## src/rtl/wrf_pkg.sv

```systemverilog
// constants for the wake request and reset cause flag block
package wrf_pkg;
  localparam logic [7:0] OFS_WAKE_CFG = 8'h00;
  localparam logic [7:0] OFS_WAKE_CLR = 8'h04;
  localparam logic [7:0] OFS_NMI_FLAGS = 8'h08;
  localparam logic [7:0] OFS_RST_FLAGS = 8'h0C;
  localparam int NUM_CH = 3;
  localparam int CH_STRIDE = 8;
  localparam int EN_POS = 0;
  localparam int SEEN_LSB = 2;
  localparam int TRIG_LSB = 4;
  localparam logic [2:0] TRIG_LOW = 3'h0;
  localparam logic [2:0] TRIG_HIGH = 3'h1;
  localparam logic [2:0] TRIG_FALL = 3'h2;
  localparam logic [2:0] TRIG_RISE = 3'h3;
  localparam logic [2:0] TRIG_BOTH = 3'h4;
  localparam logic [2:0] TRIG_RST = TRIG_FALL;
  localparam logic EN_RST = 1'b0;
  localparam logic [1:0] SEEN_NONE = 2'h0;
  localparam logic [1:0] SEEN_RISE = 2'h1;
  localparam logic [1:0] SEEN_FALL = 2'h2;
  localparam int CLR_W = 5;
  localparam logic [4:0] CLR_CODE_A = 5'h00;
  localparam logic [4:0] CLR_CODE_C = 5'h02;
  localparam int NMI_WDT_POS = 0;
  localparam int RF_W = 6;
  localparam int RF_PON = 0;
  localparam int RF_PIN = 1;
  localparam int RF_WDT = 2;
  localparam int RF_VOLTAGE_DETECTOR = 3;
  localparam int RF_SYSREQ = 4;
  localparam int RF_FREQ = 5;
  localparam logic [5:0] RF_POR_VAL = 6'h01;
  localparam int CS_PIN = 0;
  localparam int CS_WDT = 1;
  localparam int CS_VOLTAGE_DETECTOR = 2;
  localparam int CS_FREQ = 3;
  localparam logic [31:0] RD_ZERO = 32'h0000_0000;
endpackage : wrf_pkg

```

## src/rtl/wrf_chan.sv

```systemverilog
// one wake channel: pin synchroniser, trigger detect, request and edge record
`timescale 1ns/100ps
`default_nettype none
module wrf_chan (
  input wire logic mclk_i,
  input wire logic reset_i,
  input wire logic line_i,
  input wire logic [2:0] trig_i,
  input wire logic en_i,
  input wire logic clr_i,
  output logic req_o,
  output logic [1:0] seen_o
);
  typedef struct packed {
    logic sync1;
    logic sync2;
    logic prev;
    logic req;
    logic [1:0] seen;
  } wrf_chan_st_t;

  localparam wrf_chan_st_t CHAN_RST = '0;

  wrf_chan_st_t st_ff;
  wrf_chan_st_t nxt_st;
  logic rise;
  logic fall;
  logic hit;

  always_comb begin
    nxt_st = st_ff;
    rise = st_ff.sync2 & ~st_ff.prev;
    fall = ~st_ff.sync2 & st_ff.prev;
    case (trig_i)
      wrf_pkg::TRIG_LOW: hit = ~st_ff.sync2;
      wrf_pkg::TRIG_HIGH: hit = st_ff.sync2;
      wrf_pkg::TRIG_FALL: hit = fall;
      wrf_pkg::TRIG_RISE: hit = rise;
      wrf_pkg::TRIG_BOTH: hit = rise | fall;
      // prohibited codes never fire
      default: hit = 1'b0;
    endcase
    nxt_st.sync1 = line_i;
    nxt_st.sync2 = st_ff.sync1;
    nxt_st.prev = st_ff.sync2;
    if (clr_i) begin
      nxt_st.req = 1'b0;
      nxt_st.seen = wrf_pkg::SEEN_NONE;
    end
    // a new hit in the clear cycle wins
    if (en_i && hit) begin
      nxt_st.req = 1'b1;
      if (trig_i == wrf_pkg::TRIG_BOTH) begin
        nxt_st.seen = nxt_st.seen | {fall, rise};
      end
    end
  end

  always_ff @(posedge mclk_i) begin
    if (reset_i) begin
      st_ff <= CHAN_RST;
    end else begin
      st_ff <= nxt_st;
    end
  end

  assign req_o = st_ff.req;
  assign seen_o = st_ff.seen;
endmodule : wrf_chan
`default_nettype wire

```

## src/rtl/wrf_top.sv

```systemverilog
// wake request channels, nmi cause flag and reset cause flags
//
// What this block does
// - trigger code picks low, high, falling, rising or both edges; 101-111 never fire
// - trigger fields sit at bits 22-20, 14-12 and 6-4
// - read-only 2-bit edge record, rise 01, fall 10, valid in both-edge mode
// - clearing a request by command also empties its edge record
// - per-channel enable at bits 16, 8 and 0 gates request raising
// - 5-bit clear command codes 0, 1, 2 pick a channel; reads back zero
// - nmi cause bit 0 is set when the watchdog raises the nmi
// - reading the nmi cause register returns the flag and then clears it
// - reset cause register initialised only by power-on, which sets bit 0
// - cause bits 5 to 1 are set by their reset sources
// - cpu system reset request triggers a warm reset that follows the request one cycle later and drops one cycle after it drops
`timescale 1ns/100ps
`default_nettype none
module wrf_top (
  input wire logic mclk_i,
  input wire logic reset_i,
  input wire logic por_i,
  input wire logic [7:0] addr_i,
  input wire logic [31:0] wdata_i,
  input wire logic wr_i,
  input wire logic rd_i,
  output logic [31:0] rdata_o,
  input wire logic ext_line_a_i,
  input wire logic ext_line_b_i,
  input wire logic ext_line_c_i,
  input wire logic watchdog_nmi_i,
  input wire logic pin_rst_i,
  input wire logic watchdog_rst_i,
  input wire logic voltage_detect_rst_i,
  input wire logic freq_detect_rst_i,
  input wire logic cpu_system_reset_request_i,
  output logic [2:0] wake_req_o,
  output logic wake_any_o,
  output logic warm_reset_o
);
  typedef struct packed {
    logic [2:0][2:0] trig;
    logic [2:0] en;
    logic nmi;
    logic [5:0] rstf;
    logic [3:0] cause_s1;
    logic [3:0] cause_s2;
    logic warm;
    logic [31:0] rdata;
  } wrf_top_st_t;

  // power-on value: the only place the cause register gets its start value
  localparam wrf_top_st_t TOP_POR = '{
    trig: {3{wrf_pkg::TRIG_RST}},
    en: {3{wrf_pkg::EN_RST}},
    nmi: 1'b0,
    rstf: wrf_pkg::RF_POR_VAL,
    cause_s1: 4'h0,
    cause_s2: 4'h0,
    warm: 1'b0,
    rdata: wrf_pkg::RD_ZERO
  };

  wrf_top_st_t st_ff;
  wrf_top_st_t nxt_st;
  logic [2:0] lines;
  logic [2:0] clr_hit;
  logic [2:0] req;
  logic [2:0][1:0] seen;
  logic chan_rst;

  function automatic logic hits(input logic [7:0] a, input logic [7:0] ofs);
    return a == ofs;
  endfunction : hits

  // one channel's byte of the config register
  function automatic logic [7:0] pack_chan(input logic [2:0] t, input logic [1:0] e, input logic n);
    logic [7:0] f;
    f = 8'h00;
    f[wrf_pkg::EN_POS] = n;
    f[wrf_pkg::SEEN_LSB +: 2] = e;
    f[wrf_pkg::TRIG_LSB +: 3] = t;
    return f;
  endfunction : pack_chan

  assign lines = {ext_line_c_i, ext_line_b_i, ext_line_a_i};
  assign chan_rst = reset_i | por_i;

  genvar g;
  generate
    for (g = 0; g < wrf_pkg::NUM_CH; g++) begin : g_ch
      // only codes 0..2 reach a channel; the rest are ignored
      assign clr_hit[g] = wr_i && hits(addr_i, wrf_pkg::OFS_WAKE_CLR)
        && wdata_i[wrf_pkg::CLR_W-1:0] == wrf_pkg::CLR_CODE_A + 5'(g);
      wrf_chan u_chan (
        .mclk_i(mclk_i),
        .reset_i(chan_rst),
        .line_i(lines[g]),
        .trig_i(st_ff.trig[g]),
        .en_i(st_ff.en[g]),
        .clr_i(clr_hit[g]),
        .req_o(req[g]),
        .seen_o(seen[g])
      );
    end
  endgenerate

  always_comb begin
    nxt_st = st_ff;
    // two-stage synchronisers for the asynchronous reset causes
    nxt_st.cause_s1[wrf_pkg::CS_PIN] = pin_rst_i;
    nxt_st.cause_s1[wrf_pkg::CS_WDT] = watchdog_rst_i;
    nxt_st.cause_s1[wrf_pkg::CS_VOLTAGE_DETECTOR] = voltage_detect_rst_i;
    nxt_st.cause_s1[wrf_pkg::CS_FREQ] = freq_detect_rst_i;
    nxt_st.cause_s2 = st_ff.cause_s1;
    // the cpu keeps its request up until our warm reset lands
    nxt_st.warm = cpu_system_reset_request_i;

    // trigger and enable are stored as written; ordering is software's job
    if (wr_i && hits(addr_i, wrf_pkg::OFS_WAKE_CFG)) begin
      for (int k = 0; k < wrf_pkg::NUM_CH; k++) begin
        nxt_st.trig[k] = wdata_i[k*wrf_pkg::CH_STRIDE + wrf_pkg::TRIG_LSB +: 3];
        nxt_st.en[k] = wdata_i[k*wrf_pkg::CH_STRIDE + wrf_pkg::EN_POS];
      end
    end

    if (rd_i && hits(addr_i, wrf_pkg::OFS_NMI_FLAGS)) begin
      nxt_st.nmi = 1'b0;
    end
    // a watchdog nmi in the read cycle survives the read
    if (watchdog_nmi_i) begin
      nxt_st.nmi = 1'b1;
    end

    // a written zero clears, a written one leaves the bit alone
    if (wr_i && hits(addr_i, wrf_pkg::OFS_RST_FLAGS)) begin
      nxt_st.rstf = st_ff.rstf & wdata_i[wrf_pkg::RF_W-1:0];
    end
    if (st_ff.cause_s2[wrf_pkg::CS_PIN]) begin
      nxt_st.rstf[wrf_pkg::RF_PIN] = 1'b1;
    end
    if (st_ff.cause_s2[wrf_pkg::CS_WDT]) begin
      nxt_st.rstf[wrf_pkg::RF_WDT] = 1'b1;
    end
    if (st_ff.cause_s2[wrf_pkg::CS_VOLTAGE_DETECTOR]) begin
      nxt_st.rstf[wrf_pkg::RF_VOLTAGE_DETECTOR] = 1'b1;
    end
    if (st_ff.cause_s2[wrf_pkg::CS_FREQ]) begin
      nxt_st.rstf[wrf_pkg::RF_FREQ] = 1'b1;
    end
    if (cpu_system_reset_request_i) begin
      nxt_st.rstf[wrf_pkg::RF_SYSREQ] = 1'b1;
    end

    // read data stands only in the cycle after the strobe
    nxt_st.rdata = wrf_pkg::RD_ZERO;
    if (rd_i) begin
      case (addr_i)
        wrf_pkg::OFS_WAKE_CFG: begin
          for (int k = 0; k < wrf_pkg::NUM_CH; k++) begin
            nxt_st.rdata[k*wrf_pkg::CH_STRIDE +: 8] = pack_chan(st_ff.trig[k], seen[k], st_ff.en[k]);
          end
        end
        wrf_pkg::OFS_WAKE_CLR: nxt_st.rdata = wrf_pkg::RD_ZERO;
        wrf_pkg::OFS_NMI_FLAGS: nxt_st.rdata[wrf_pkg::NMI_WDT_POS] = st_ff.nmi;
        wrf_pkg::OFS_RST_FLAGS: nxt_st.rdata[wrf_pkg::RF_W-1:0] = st_ff.rstf;
        default: nxt_st.rdata = wrf_pkg::RD_ZERO;
      endcase
    end
  end

  always_ff @(posedge mclk_i) begin
    if (por_i) begin
      st_ff <= TOP_POR;
    end else begin
      // warm reset keeps cause flags and their synchronisers running
      st_ff <= nxt_st;
      if (reset_i) begin
        st_ff.trig <= TOP_POR.trig;
        st_ff.en <= TOP_POR.en;
        st_ff.nmi <= TOP_POR.nmi;
        st_ff.rdata <= TOP_POR.rdata;
      end
    end
  end

  assign rdata_o = st_ff.rdata;
  assign wake_req_o = req;
  // or of channel flops, no extra gating
  assign wake_any_o = |req;
  assign warm_reset_o = st_ff.warm;
endmodule : wrf_top
`default_nettype wire

```

## config.mk

```make
export PLATFORM = sky130hd
export DESIGN_NAME = wrf_top
export DESIGN_NICKNAME = d
export VERILOG_FILES = /design/src/rtl/wrf_pkg.sv /design/src/rtl/wrf_chan.sv /design/src/rtl/wrf_top.sv
export SDC_FILE = /design/constraint.sdc
export NUM_CORES = 1
export LEC_CHECK = 0
export ABC_CLOCK_PERIOD_IN_PS = 1740
export BUFFER_PORTS_ARGS = -buffer_cell sky130_fd_sc_hd__buf_2
export CAP_MARGIN = 20
export CORE_ASPECT_RATIO = 2
export CORE_MARGIN = 1.5
export CORE_UTILIZATION = 40
export DETAILED_ROUTE_END_ITERATION = 10
export GPL_TIMING_DRIVEN = 1
export PLACE_DENSITY = 0.72
export SLEW_MARGIN = 10
export SYNTH_ARGS = -nofsm -noshare
export SYNTH_HDL_FRONTEND = slang
export SYNTH_HIERARCHICAL = 1
export SYNTH_SLANG_ARGS = --single-unit
export TNS_END_PERCENT = 30
```

## constraint.sdc

```tcl
create_clock -name mclk_i -period 1.74 [get_ports mclk_i]
set_input_delay 0.087 -clock mclk_i [delete_from_list [all_inputs] [get_ports mclk_i]]
set_output_delay 0.087 -clock mclk_i [all_outputs]
set_load 0.01 [all_outputs]
```

==> flow_metrics.tcl <==
set metrics [dict create \
    die_area_mm2 0.00777 \
    ys_async_sr_fraction 0 \
    clockBufferDepth 2 \
    whs_ps 13.0 \
    finalSetupViolCount 0 \
    seq_area_mm2 0.00130 \
    drive_gt1_frac 0.282 \
    gp_congestion 0.846 \
    antenna_cells 0 \
    setup.worst_path.end_class "flop" \
    place_hpwl_um 4780 \
    cts_tree "yes" \
    start_kind "input pin" \
    cp-startpoint "addr_i[1]" \
    fin_crit_ps 1430 \
    track_usage 0.181 \
    r2r-end "g_ch[1].u_chan/req_o" \
    drv_slew 0 \
    wl_per_cell_um 15.2 \
    endpoint "g_ch[2].u_chan/req_o" \
    h-tree-depth 3 \
    outcome "complete, no violations" \
    powerDensity_mw_per_mm2 1060 \
    fp-row-count 43 \
    worstPathRequired_ps 1950 \
    grt_pass1_wl_um 10300 \
    postCtsSetupBuffers 0 \
    vias_per_cell 5.26 \
    yosys.area_share.simple 0.255 \
    ys_seq_area_frac 0.451 \
    synth-edff-count 0 \
    synth-main-ff-cell "dfxtp_1" \
    synth-adder-area-share 0.0260 \
    chipHeight_um 123 \
    layout_commonest_cell "dfxtp_1" \
    final_cell_mix "dfxtp_1 (65), buf_2 (60), nor2_1 (21)" \
    multi_input_area_mm2 0.00124 \
    synth_cell_type_count 40 \
    ys_ff_latch 65 \
    path_class "input pin to flop" \
    finalPower_w 0.00369 \
    grt_remaining_overflow 0 \
    r2r_cells 5 \
    synth_top_family_by_area "simple AND/OR/NAND/NOR gates" \
    total_leakage_power_nw 1.33 \
    synth_compound_area_frac 0.107 \
    grt_pass1_vias 2159 \
    vias 2302 \
    firstDrtPassIters 5 \
    totalWireLength_um 6650 \
    num-fill-cells 668 \
    fin_skew_ps 5.18 \
    io_pins 91 \
    rsz0062_at_grt "no" \
    num-nets-final 404 \
    synth_xor_area_frac 0.00910 \
    drc 0 \
    synth_warnings 6 \
    initial_core_util 0.416 \
    cts_root_buf "clkbuf_16" \
    placed_cell_area_mm2 0.00307 \
    drv_cap 0 \
    finish.instance_area_mm2 0.00347 \
    antenna_found_initial 0 \
    die_w_um 63.1 \
    synth_mux_area_frac 0.0156 \
    placedCellCount 416 \
    final_cells 438 \
    fmax_ghz 0.697 \
    path_clk_slew_ps 50 \
    r2r_start "g_ch[1].u_chan/st_ff[3]" \
    critPathMaxFanout 4 \
    cts_buffers 9 \
    synth_cells 295 \
    crit_arrival_ps 1640 \
    hold_class "input pin to flop" \
    syn_area_mm2 0.00289 \
    grt_max_degree 31 \
    clkLatencyLatePin_ps 330 \
    coreArea_mm2 0.00694 \
    max-vdd-ir-drop_v 0.000595 \
    fin_crit_sh 0.824 \
    place.port_buffers 60 \
    r2r_slack_ps 400 \
    syn_avg_cell_area_um2 9.78 \
    drt_iter0_drc 151 \
    area_growth_pct 20.1 \
    hold_violations 0 \
    numClockSinks 65 \
    drtAntennaViolNets 0 \
]
cell type report:
| type | count | share of cell area |
|---|---|---|
| Multi-Input combinational cell | 182 | 0.358 |
| Timing Repair Buffer | 78 | 0.131 |
| Inverter | 8 | 0.00866 |
| Clock buffer | 13 | 0.0780 |
| Tap cell | 90 | 0.0325 |
| Sequential cell | 65 | 0.375 |
| Clock inverter | 2 | 0.0173 |
registers in the layout (all words and copies together), names as in the netlist:
register	count
nxt_st	4
g_ch.u_chan/seen_o	6
g_ch.u_chan/req_o	3
warm_reset_o	1
g_ch.u_chan/nxt_st	6
st_ff	23
rdata_o	19
g_ch.u_chan/st_ff	3
Yosys cell counts, drive strengths merged (5+ instances only):
master	instances	area (um2)
a21oi	19	95.1
a311oi	5	43.8
a31oi	7	43.8
buf	46	338
clkbuf	6	22.5
dfxtp	65	1300
ha	6	75.1
inv	7	26.3
nand2b	6	37.5
nand4	16	115
nor2	21	78.8
nor2b	18	113
nor3	5	30.0
nor3b	6	45.0
nor4b	15	171
o31ai	9	67.6
how the worst min path moves through the flow:
stage,startpoint,end,slack [ps],depth (start not counted)
after global placement,freq_detect_rst_i,nxt_st[36],290,2
final,rd_i,st_ff[47],10,2
after detailed placement,watchdog_rst_i,nxt_st[34],300,2
after CTS,rd_i,st_ff[47],0.2,2
after global routing,rd_i,st_ff[47],3,2
after floorplan,por_i,nxt_st[36],160,1
critical path, stage by stage:
cell,delay (ps)
buf_2,120
nor4_4,440
nand3_1,210
nor3b_1,470
nor2b_1,90
a21oi_1,130
a31oi_1,90
where the power goes:
part / total [W] / internal (W) / switching (W) / leakage (nW)
sequential: 0.00152 / 0.00151 / 0.00000870 / 0.527
combinational: 0.000199 / 0.0000809 / 0.000118 / 0.645
clock: 0.00197 / 0.00136 / 0.000606 / 0.162
total: 0.00369 / 0.00296 / 0.000733 / 1.33
timing repair:
action                                  4_1_cts  5_1_grt
endpoints found under the hold margin         7        0
hold buffers                                  7        0
resized for setup                             0        0
endpoints found under the setup margin        0        0
cells by family (layout without fill, tap and decap cells):
| family | Yosys count | count (layout) |
|---|---|---|
| AOI/OAI and AO/OA | 49 | 49 |
| xor gates and xnor gates | 3 | 3 |
| adders and majority gates | 6 | 6 |
| buffers and inverters | 60 | 101 |
| DFF | 65 | 65 |
| muxes | 4 | 4 |
| other | 1 | 13 |
| and+or+nand+nor | 107 | 107 |
metrics by stage:
step / TNS [ps] / worst slack (ps) / utilization
3_5_place_dp: -15.7 / -15.7 / 0.442
5_1_grt: 0 / 193 / 0.500
6_report: 0 / 306 / 0.500
4_1_cts: 0 / 311 / 0.500
2_1_floorplan: 0 / 277 / -
3_3_place_gp: 0 / 0.301 / 0.442
routing by layer:
metal,up-vias,GRT usage,part of all wire
met2,85,0.317,0.54
met1,1086,0.172,0.35
met3,22,0.0610,0.052
met4,0,0.135,0.055
met5,-,0,0
li1,1109,-,-
No activity file was read; power rests on OpenSTA's default activity.
